File: config.mk
export PLATFORM = sky130hd
export DESIGN_NAME = slave_port_ctrl
export DESIGN_NICKNAME = d
export VERILOG_FILES = /design/src/slave_port_pkg.sv /design/src/byte_fifo_if.sv /design/src/byte_fifo.sv /design/src/slave_port_ctrl.sv
export SDC_FILE = /design/constraint.sdc
export NUM_CORES = 1
export LEC_CHECK = 0
export ABC_AREA = 1
export BUFFER_PORTS_ARGS = -buffer_cell sky130_fd_sc_hd__buf_2
export CAP_MARGIN = 40
export CORE_UTILIZATION = 55
export DETAILED_ROUTE_END_ITERATION = 6
export PLACE_DENSITY = 0.76
export RECOVER_POWER = 100
export SYNTH_ARGS = -nofsm -noshare
export SYNTH_HDL_FRONTEND = slang
export SYNTH_SLANG_ARGS = --single-unit
File: constraint.sdc
create_clock -name pclk -period 3.5 [get_ports pclk]
set_clock_uncertainty 0.15 [all_clocks]
set_input_delay 0.175 -clock pclk [delete_from_list [all_inputs] [get_ports pclk]]
set_output_delay 0.175 -clock pclk [all_outputs]
set_load 0.05 [all_outputs]
File: src/slave_port_pkg.sv
/*
  Constants shared by the slave port control block and its byte buffer:
  register indexes, field positions, reset values, buffer shape.
  Assumes an APB master with 32-bit data; byte address = index * 4.
*/
package slave_port_pkg;

  ////////////////////////////////////////////////////////////////////
  // register indexes (byte address is four times the index)
  localparam int unsigned PADDR_W = 12;
  localparam logic [9:0] IDX_HOST_BYTE_LATCH = 10'h008;
  localparam logic [9:0] IDX_CTRL_PIN_PORT = 10'h009;
  localparam logic [9:0] IDX_CTRL_PIN_DIR_STATUS = 10'h089;
  localparam logic [9:0] IDX_ANALOG_SELECT_CFG = 10'h09F;

  ////////////////////////////////////////////////////////////////////
  // field positions of ctrl_pin_dir_status
  localparam int unsigned BIT_IN_BYTE_FULL = 7;
  localparam int unsigned BIT_OUT_BYTE_FULL = 6;
  localparam int unsigned BIT_IN_BYTE_OVERFLOW = 5;
  localparam int unsigned BIT_SLAVE_PORT_ENABLE = 4;
  localparam int unsigned BIT_UNUSED = 3;
  localparam int unsigned DIR_LSB = 0;
  localparam int unsigned DIR_W = 3;

  // analog_select_cfg: low nibble selects analog or digital pins
  localparam int unsigned PCFG_LSB = 0;
  localparam int unsigned PCFG_W = 4;
  localparam logic [3:0] PCFG_CTRL_PINS_DIGITAL = 4'h6;

  ////////////////////////////////////////////////////////////////////
  // reset values
  localparam logic [2:0] DIR_RST = 3'h7;
  localparam logic [7:0] ANALOG_CFG_RST = 8'h00;
  localparam logic [2:0] PORT_LATCH_RST = 3'h0;

  ////////////////////////////////////////////////////////////////////
  // host byte buffer
  localparam int unsigned BYTE_W = 8;
  localparam int unsigned HOST_FIFO_DEPTH = 16;

endpackage : slave_port_pkg
File: src/byte_fifo_if.sv
/*
  Valid/ready carrier between the port logic and its byte buffer.
  Assumes one clock shared by both ends.
*/
`timescale 1ns/10ps
`default_nettype none

interface byte_fifo_if #(parameter int WIDTH = 8);
  logic [WIDTH-1:0] data_in;
  logic in_valid;
  logic in_ready;
  logic [WIDTH-1:0] data_out;
  logic out_valid;
  logic out_ready;

  // buffer end
  modport buf_side(input data_in, input in_valid, output in_ready,
                   output data_out, output out_valid, input out_ready);
  // user end
  modport user_side(output data_in, output in_valid, input in_ready,
                    input data_out, input out_valid, output out_ready);
endinterface : byte_fifo_if

`default_nettype wire

File: src/byte_fifo.sv
/*
  Synchronous FIFO with valid/ready on both sides.
  Assumes DEPTH is a power of two and one clock for both sides.
*/
`timescale 1ns/10ps
`default_nettype none

module byte_fifo #(
  parameter int WIDTH = 8,
  parameter int DEPTH = 16
) (
  // clock and reset
  input wire logic clk,
  input wire logic rst_n,
  // queue ends
  byte_fifo_if.buf_side q
);

  localparam int AW = $clog2(DEPTH);

  typedef struct packed {
    logic [AW-1:0] wptr;
    logic [AW-1:0] rptr;
    logic [AW:0] count;
    logic ready;
  } fifo_state_t;

  fifo_state_t st_reg;
  fifo_state_t st_next;
  logic [WIDTH-1:0] mem [DEPTH];
  logic push;
  logic pop;

  // ready is a flop so the filling side sees an honest full
  assign push = q.in_valid & st_reg.ready;
  assign pop = q.out_ready & (st_reg.count != '0);
  assign q.in_ready = st_reg.ready;
  assign q.out_valid = (st_reg.count != '0);
  assign q.data_out = mem[st_reg.rptr];

  // pointer and level update
  always_comb begin
    st_next = st_reg;
    if (push) begin
      st_next.wptr = st_reg.wptr + AW'(1);
    end
    if (pop) begin
      st_next.rptr = st_reg.rptr + AW'(1);
    end
    st_next.count = st_reg.count + (AW+1)'(push) - (AW+1)'(pop);
    st_next.ready = (st_next.count != (AW+1)'(DEPTH));
  end

  always_ff @(posedge clk or negedge rst_n) begin
    if (!rst_n) begin
      st_reg <= '0;
      st_reg.ready <= 1'b1;
    end else begin
      st_reg <= st_next;
    end
  end

  // storage, no reset needed
  always_ff @(posedge clk) begin
    if (push) begin
      mem[st_reg.wptr] <= q.data_in;
    end
  end

endmodule : byte_fifo

`default_nettype wire

File: src/slave_port_ctrl.sv
/*
  Three-pin control port and its direction/status register, turning the
  data port into a parallel slave port for an external 8-bit processor.
  Assumes an APB master on pclk, asynchronous host pins (synchronised
  here), and software that sets directions and digital mode itself.
*/
// Contract
// - three control pins, each individually input or output outside slave mode
// - enable bit 4 makes pins slave-port controls; 0 means plain I/O
// - a pin selected as analog reads back as zero
// - direction bits drive pin drivers even for analog pins
// - after power-on reset the control pins are analog inputs
// - bit 6 reads 1 until the host reads the processor's byte
// - host write while input unread sets overflow bit 5; software clears
// - bit 3 is unimplemented and reads zero
// - direction 1 is input, 0 output; directions reset 1, others 0
// - read strobe low with select low reads the latch
// - write strobe low with select low writes the latch
// - select is active low; high ignores both strobes
// - transfers start when select and strobe are first seen low together
// - host reaches the byte latch asynchronously to the device clock; here pins and data pass a two-stage pclk sync first
`timescale 1ns/10ps
`default_nettype none

module slave_port_ctrl
  import slave_port_pkg::*;
(
  // clock and reset
  input wire logic pclk,
  input wire logic presetn,
  // apb slave
  input wire logic [PADDR_W-1:0] paddr,
  input wire logic psel,
  input wire logic penable,
  input wire logic pwrite,
  input wire logic [31:0] pwdata,
  output logic [31:0] prdata,
  output logic pready,
  output logic pslverr,
  // control pins: bit 0 read strobe, bit 1 write strobe, bit 2 select
  input wire logic [2:0] ctrl_pin_i,
  output logic [2:0] ctrl_pin_o,
  output logic [2:0] ctrl_pin_oe,
  // host data bus
  input wire logic [7:0] host_data_i,
  output logic [7:0] host_data_o,
  output logic host_data_oe,
  // buffer has room for another host byte
  output logic host_buf_ready
);

  ////////////////////////////////////////////////////////////////////
  // state

  typedef struct packed {
    logic [2:0] pin_s1;
    logic [2:0] pin_s2;
    logic [7:0] dat_s1;
    logic [7:0] dat_s2;
    logic wr_act;
    logic rd_act;
    logic [2:0] dir;
    logic slave_port_enable;
    logic in_byte_overflow;
    logic out_byte_full;
    logic [7:0] out_latch;
    logic [2:0] port_latch;
    logic [7:0] analog_cfg;
    logic pop_pend;
    logic pready;
    logic pslverr;
    logic [31:0] prdata;
    logic [2:0] pin_o;
    logic [2:0] pin_oe;
    logic [7:0] data_o;
    logic data_oe;
    logic buf_ready;
  } port_state_t;

  port_state_t st_reg;
  port_state_t st_next;

  logic pin0_read_strobe_n;
  logic pin1_write_strobe_n;
  logic pin2_select_n;
  logic wr_low;
  logic rd_low;
  logic wr_start;
  logic rd_end;
  logic in_byte_full;
  logic [2:0] analog_mask;
  logic [9:0] idx;
  logic hit;
  logic access_first;
  logic access_done;
  logic [31:0] rd_mux;
  logic [7:0] status_byte;

  byte_fifo_if #(.WIDTH(BYTE_W)) hq ();

  ////////////////////////////////////////////////////////////////////
  // host byte buffer

  byte_fifo #(
    .WIDTH(BYTE_W),
    .DEPTH(HOST_FIFO_DEPTH)
  ) u_host_fifo (
    .clk(pclk),
    .rst_n(presetn),
    .q(hq.buf_side)
  );

  // host byte pushed at write start
  assign hq.data_in = st_reg.dat_s2;
  assign hq.in_valid = wr_start;
  // processor read of the latch pops
  assign hq.out_ready = access_done & ~pwrite & st_reg.pop_pend;
  // full while any host byte is waiting
  assign in_byte_full = hq.out_valid;

  ////////////////////////////////////////////////////////////////////
  // pin decode, second sync stage only

  assign pin0_read_strobe_n = st_reg.pin_s2[0];
  assign pin1_write_strobe_n = st_reg.pin_s2[1];
  assign pin2_select_n = st_reg.pin_s2[2];

  assign wr_low = st_reg.slave_port_enable & ~pin2_select_n & ~pin1_write_strobe_n;
  assign rd_low = st_reg.slave_port_enable & ~pin2_select_n & ~pin0_read_strobe_n;
  assign wr_start = wr_low & ~st_reg.wr_act;
  // host read completes when the pair goes inactive
  assign rd_end = st_reg.rd_act & ~rd_low;

  // analog unless the config selects digital control pins
  assign analog_mask =
    (st_reg.analog_cfg[PCFG_LSB +: PCFG_W] == PCFG_CTRL_PINS_DIGITAL) ? 3'h0 : 3'h7;

  ////////////////////////////////////////////////////////////////////
  // apb decode

  assign idx = paddr[11:2];
  assign hit = (idx == IDX_HOST_BYTE_LATCH) || (idx == IDX_CTRL_PIN_PORT) ||
               (idx == IDX_CTRL_PIN_DIR_STATUS) || (idx == IDX_ANALOG_SELECT_CFG);
  // one wait state: pready rises a cycle into the access phase
  assign access_first = psel & penable & ~st_reg.pready;
  assign access_done = psel & penable & st_reg.pready;

  always_comb begin
    status_byte = 8'h00;
    status_byte[BIT_IN_BYTE_FULL] = in_byte_full;
    status_byte[BIT_OUT_BYTE_FULL] = st_reg.out_byte_full;
    status_byte[BIT_IN_BYTE_OVERFLOW] = st_reg.in_byte_overflow;
    status_byte[BIT_SLAVE_PORT_ENABLE] = st_reg.slave_port_enable;
    status_byte[BIT_UNUSED] = 1'b0;
    status_byte[DIR_LSB +: DIR_W] = st_reg.dir;
  end

  // read data selection, upper bits zero
  always_comb begin
    rd_mux = 32'h0000_0000;
    case (idx)
      IDX_HOST_BYTE_LATCH: begin
        rd_mux[7:0] = hq.out_valid ? hq.data_out : 8'h00;
      end
      IDX_CTRL_PIN_PORT: begin
        rd_mux[2:0] = st_reg.pin_s2 & ~analog_mask;
      end
      IDX_CTRL_PIN_DIR_STATUS: begin
        rd_mux[7:0] = status_byte;
      end
      IDX_ANALOG_SELECT_CFG: begin
        rd_mux[7:0] = st_reg.analog_cfg;
      end
      default: begin
        rd_mux = 32'h0000_0000;
      end
    endcase
  end

  ////////////////////////////////////////////////////////////////////
  // next state

  always_comb begin
    st_next = st_reg;

    // two-stage sync of asynchronous host pins
    st_next.pin_s1 = ctrl_pin_i;
    st_next.pin_s2 = st_reg.pin_s1;
    st_next.dat_s1 = host_data_i;
    st_next.dat_s2 = st_reg.dat_s1;

    st_next.wr_act = wr_low;
    st_next.rd_act = rd_low;

    // completed host read empties the output byte
    if (rd_end) begin
      st_next.out_byte_full = 1'b0;
    end

    // apb answer, held for exactly one cycle
    st_next.pready = 1'b0;
    st_next.pslverr = 1'b0;
    if (access_first) begin
      st_next.pready = 1'b1;
      st_next.pslverr = ~hit;
      st_next.prdata = rd_mux;
      // pop only the byte that was actually returned
      st_next.pop_pend = (idx == IDX_HOST_BYTE_LATCH) & hq.out_valid;
    end

    // register writes take effect at the completing edge
    if (access_done & pwrite & hit) begin
      case (idx)
        IDX_HOST_BYTE_LATCH: begin
          st_next.out_latch = pwdata[7:0];
          // processor write sets output full, wins over host read
          st_next.out_byte_full = 1'b1;
        end
        IDX_CTRL_PIN_PORT: begin
          st_next.port_latch = pwdata[2:0];
        end
        IDX_CTRL_PIN_DIR_STATUS: begin
          // direction bits, 1 input and 0 output
          st_next.dir = pwdata[DIR_LSB +: DIR_W];
          st_next.slave_port_enable = pwdata[BIT_SLAVE_PORT_ENABLE];
          // software clears overflow by writing zero
          if (!pwdata[BIT_IN_BYTE_OVERFLOW]) begin
            st_next.in_byte_overflow = 1'b0;
          end
        end
        IDX_ANALOG_SELECT_CFG: begin
          st_next.analog_cfg = pwdata[7:0];
        end
        default: begin
          st_next.analog_cfg = st_reg.analog_cfg;
        end
      endcase
    end

    // host write over an unread byte; set beats clear
    if (wr_start & in_byte_full) begin
      st_next.in_byte_overflow = 1'b1;
    end

    // drivers follow direction bits in every mode
    st_next.pin_o = st_reg.port_latch;
    st_next.pin_oe = ~st_reg.dir;

    // drive the latch while a host read is active
    st_next.data_o = st_reg.out_latch;
    st_next.data_oe = rd_low;

    st_next.buf_ready = hq.in_ready;
  end

  ////////////////////////////////////////////////////////////////////
  // state register

  always_ff @(posedge pclk or negedge presetn) begin
    if (!presetn) begin
      st_reg <= '0;
      st_reg.dir <= DIR_RST;
      // config reset leaves control pins analog
      st_reg.analog_cfg <= ANALOG_CFG_RST;
      st_reg.port_latch <= PORT_LATCH_RST;
      st_reg.buf_ready <= 1'b1;
    end else begin
      st_reg <= st_next;
    end
  end

  ////////////////////////////////////////////////////////////////////
  // outputs, all from flops

  assign prdata = st_reg.prdata;
  assign pready = st_reg.pready;
  assign pslverr = st_reg.pslverr;
  assign ctrl_pin_o = st_reg.pin_o;
  assign ctrl_pin_oe = st_reg.pin_oe;
  assign host_data_o = st_reg.data_o;
  assign host_data_oe = st_reg.data_oe;
  // registered copy, one cycle behind the buffer's own ready
  assign host_buf_ready = st_reg.buf_ready;

endmodule : slave_port_ctrl

`default_nettype wire

After elaboration in Yosys (flattened, before gate mapping)
Memory sizes are Yosys's and may differ from the RTL's.
Index checks and enable logic that the tools add are counted.
{"block": "classes", "addsub": 4, "n_eq_ne": 7, "n_mux": 15, "n_bitwise": 27, "n_reduce_logical": 11}
{"cell": "2-to-1 mux 34 bit", "n": 1}
{"cell": "2-to-1 mux 21 bit", "n": 1}
{"cell": "equality test 10 x 4 -> 1 bit, second input constant", "n": 2}
{"cell": "equality test 10 x 8 -> 1 bit, second input constant", "n": 2}
{"cell": "bitwise AND 1 bit", "n": 16}
{"cell": "2-to-1 mux 8 bit", "n": 2}
{"cell": "case mux 5 bit (3 select lines)", "n": 1}
{"cell": "case mux 3 bit (4 select lines)", "n": 1}
{"cell": "2-to-1 mux 9 bit", "n": 1}
{"cell": "adder 4 x 1 -> 4 bit, second input constant", "n": 2}
{"cell": "NOT 1 bit", "n": 8}
{"cell": "AND reduction 2 bit", "n": 4}
{"cell": "2-to-1 mux 1 bit", "n": 6}
{"cell": "2-to-1 mux 3 bit", "n": 2}
{"cell": "NOT 3 bit", "n": 2}
{"cell": "adder 5 x 1 -> 5 bit", "n": 1}
{"cell": "!= test 5 bit, second input constant", "n": 1}
{"cell": "nonzero test 5 bit", "n": 1}
{"cell": "subtractor 5 x 1 -> 5 bit", "n": 1}
{"cell": "equality test 4 x 3 -> 1 bit, second input constant", "n": 1}
{"cell": "nonzero test 2 bit", "n": 2}
{"cell": "bitwise AND 3 bit", "n": 1}
{"cell": "logical OR 1 bit", "n": 3}
{"cell": "AND reduction 3 bit", "n": 1}
{"cell": "!= test 2 x 1 -> 1 bit, second input constant", "n": 1}
{"block": "word_totals", "regBits": 89, "ram_bits": 128, "inputBits": 60, "output_inout_bits": 50, "word_cells": 90, "mem_count": 1}
{"memory": "u_host_fifo.mem", "depth": 16, "word_bits": 8, "rd": 1, "rd_clocked_by_memory_dff": 0, "write_ports": 1, "line": "byte_fifo.sv:30", "rtl": "logic [WIDTH-1:0] mem [DEPTH];"}

Logic depth before layout (Yosys ltp)
{"block": "depth", "depth_word": 9, "ltp_mapped": 14, "depth_no_buf": 14}

Hierarchy
A second synthesis with hierarchy kept.
{"block": "unflattened", "cells_unflattened": 954, "hier_area_um2": 9564.2}
{"mod": "byte_fifo", "n_inst": 1, "cells_per_inst": 621, "area_each_um2": 6331.1, "seq_area_each_um2": 4195.3}
{"mod": "slave_port_ctrl", "n_inst": 1, "cells_per_inst": 333, "area_each_um2": 3233.1, "seq_area_each_um2": 1881.8}

Worst setup path after synthesis
OpenSTA, ideal clock, no wires.
{"block": "synth_path", "kind": "register to register", "start": "reg st_reg (netlist bit pready)", "end": "reg u_host_fifo.st_reg (netlist bit u_host_fifo.q.in_ready)", "setup_time_ps": 86, "t_arrival_ps": 2664, "t_required_ps": 3264, "slack_ps": 600, "path_stages_with_launch": 14, "path_buffers": 0, "period_less_slack_ps": 2900, "path_cell_list": "dfrtp_1 > inv_1 > nor3_2 > nand4_1 > inv_2 > ha_1 > inv_1 > ha_1 > fa_1 > a21oi_1 > nor2_1 > nor2_1 > xor2_1 > nand2_1"}
{"element": "start: declaration", "line": "slave_port_ctrl.sv:80", "rtl": "port_state_t st_reg;"}
{"element": "start signal: assignment", "line": "slave_port_ctrl.sv:268", "rtl": "st_reg <= st_next;"}
{"element": "end signal: assignment", "line": "byte_fifo.sv:59", "rtl": "st_reg <= st_next;"}
{"element": "end: declaration", "line": "byte_fifo.sv:28", "rtl": "fifo_state_t st_reg;"}

==> flow_summary_export.csv <==
group,metric,value,unit
routing,routed_wirelength,18640,µm
timing,tns,0,ns
routing,drt_first_pass_iters,5,
timing,worst_pin_slew,1.608,ns
cts,clk_path_buf_depth,3,
routing,ant_nets,0,
die,die_height,131.5,µm
layout,fin_area,10340,µm²
critical_path,crit_required,3.78,ns
placed_design,place_inst,1088,
die,row_count,46,
die,dieArea,17290,µm²
hold_path,hold_path.class,"primary input to register",
global_routing,grt_max_degree,72,
critical_path,crit_family,"simple AND/OR/NAND/NOR gates",
global_routing,grt_pass1_vias,6036,
cts,worstSkewPairLatency,0.51,ns
critical_path,worst_path_most_repeated_cell,"inv_1",
layout,utilization,64.17,%
critical_path,path_class,"register to register",
placed_design,place.gp.congestion,0.9164,
logic_synthesis,yosys-top-cells-area,"edfxtp_1, dfrtp_1, nand2_1",
die,ios,110,
cts,cts_buffers,22,
logic_synthesis,ys_ff_latch,217,
cts,root_buffer,"clkbuf_16",
global_routing,antenna_found_initial,0,
critical_path,cp.arrival,3.21,ns
timing,drv_slew,68,
run_status,violations,"capacitance limit, slew limit",
critical_path,cpPeakStageDelay,0.42,ns
placed_design,place_ws,0.6845,ns
logic_synthesis,netlist_area,9220,µm²
critical_path,critical_path.cell_chain,"inv_1, nor3_1, nand4_1, inv_1, ha_1, inv_1, ha_1, fa_1, a21oi_1, nor2_1, nor2_1, xor2_1, nand2_1",
layout,num_antenna_cells,0,
logic_synthesis,synth_edf_count,128,
timing,hold_viol_final,0,
critical_path,start_kind,"register",
critical_path,cp_max_fo,4,
cts,post_cts_resized,0,
critical_path,end_kind,"register",
layout,areaGrowthSynthToFinish,12.16,%
routing,dr.first_iter.drc_count,518,
routing,routedWlPerCell,16.17,µm
cts,htree_num_levels,1,
global_routing,track_usage,22.39,%
die,start_util,57.21,%
placed_design,hpwl,11650,µm
cts,cts.sinks,217,
die,coreArea,16120,µm²
placed_design,dpl_cell_area,9475,µm²
pwr,power.leakage,0.004391,µW
job,drv_cap,1,
timing,post-route-min-period,2.923,ns
timing,setup_viol,0,
layout,instances_no_fill,1153,
critical_path,rr_worst_depth,13,
logic_synthesis,synth-main-ff-cell,"edfxtp_1",
logic_synthesis,synth_area_per_cell,10.80,µm²
global_routing,grt_pass1_wl,30160,µm
pwr,power.density,529.7,nW/µm²
routing,drc_errors,0,
logic_synthesis,yosysMostFrequentCell,"nand2_1",
layout,drive_gt1_share,9.392,%
layout,fin_nets,993,
logic_synthesis,async_flop_share,41.01,%
logic_synthesis,synth-seq-area-share,65.91,%
logic_synthesis,yosysTopAreaCell,"edfxtp_1",
timing,max_clock_freq,0.3421,GHz
run_status,status,"finished with violations",
critical_path,worst-path-buf-inv,3,
layout,largest_reg_flops,128,
routing,vias_per_cell,5.255,
logic_synthesis,yosys_warnings,0,
critical_path,cpMaxStageDelayCell,"fa_1",
logic_synthesis,synth_top_cells_by_count,"nand2_1, edfxtp_1, nand3_1",
logic_synthesis,syn_inst,854,
pwr,ir_drop,0.0004545,V
timing,period_share,83.53,%
timing,slew_headroom,-7.213,%
logic_synthesis,yosysTopAreaCellShare,41.69,%
cts,cts_tree,"built",
timing,layout_setup_ws,0.5765,ns
routing,via_count,6059,
global_routing,overflow,0,
placed_design,numPortBuffers,59,
timing,rsz0062_at_grt,"false",
cts,clk_pin_slew_worst_paths,0.06,ns
critical_path,cp.depth,13,
logic_synthesis,yosysUniqueCellTypes,39,
hold_path,holdPathStages,5,
die,die_w,131.5,µm
through the flow:
| step | power (µW) | hold slack (ns) |
|---|---|---|
| after floorplan | 2990 | -0.2706 |
| after global placement | 3035 | 0.1336 |
| after detailed placement | 3040 | 0.1343 |
| after CTS | 5513 | 0.004935 |
| after global routing | 5627 | 0.07831 |
| final | 5477 | 0.03873 |
worst min-delay path: cells and delay by family:
family | cells | cell delay [ns]
AND/OR/NAND/NOR | 2 | 0.21
XOR/XNOR | 1 | 0.08
buffers and inverters | 2 | 0.19
worst paths after layout:
check                                  from                      to  slack, ns
worst max-delay path                 pready  u_host_fifo.q.in_ready       0.58
worst min-delay path                   psel   u_host_fifo.st_reg[6]       0.04
worst max register to register       pready  u_host_fifo.q.in_ready       0.58
worst min register to register  st_next[96]           pin2_select_n       0.20
max in group asynchronous           presetn           pin2_select_n       0.92
min in group asynchronous           presetn          host_data_o[0]       0.46
per-layer routing:
layer / track usage, % / share of wire, %
met2: 36.48 / 47
met3: 3.549 / 6.3
met5: 0 / 0
met4: 9.238 / 3.6
met1: 30.09 / 43
placed cells by master (no fill, tap or decap), types with 7 or more instances in the layout:
cell / instances
conb_1: 24
a21oi_1: 7
clkbuf_1: 37
nand2_1: 243
inv_1: 66
clkbuf_16: 25
dfrtp_1: 83
nand3_1: 105
buf_2: 31
ha_1: 11
xor2_1: 9
edfxtp_1: 128
nand4_1: 8
o21ai_0: 23
nor2_1: 48
nor3_1: 7
dlygate4sd3_1: 22
clkinv_1: 7
final cells by class:
cell class / instances / area [µm²]
Sequential cell: 217 / 6078
Fill cell: 1248 / 5774
Multi-Input combinational cell: 513 / 2386
Clock buffer: 28 / 646.9
Timing Repair Buffer: 94 / 544.3
Inverter: 73 / 274.0
Tap cell: 216 / 270.3
Clock inverter: 12 / 141.4
power breakdown:
part | switching, µW | internal (µW)
clock network | 945 | 1530
registers | 36.6 | 2740
logic | 171 | 51.3
total | 1150 | 4330
cells by family after synthesis:
kind of cell | share of synthesized area, %
DFF | 65.91
xor gates and xnor gates | 0.8550
adders and majority gates | 1.710
AOI/OAI and AO/OA | 2.809
and+or+nand+nor | 20.55
other | 0.04067
buffers and inverters | 8.129
timing repair:
item                                    4_1_cts  5_1_grt
hold endpoints to repair                     97        0
endpoints found under the setup margin        0        0
hold buffers                                 22        0
buffers inserted                              0        0
(Power assumes the default switching activity.)
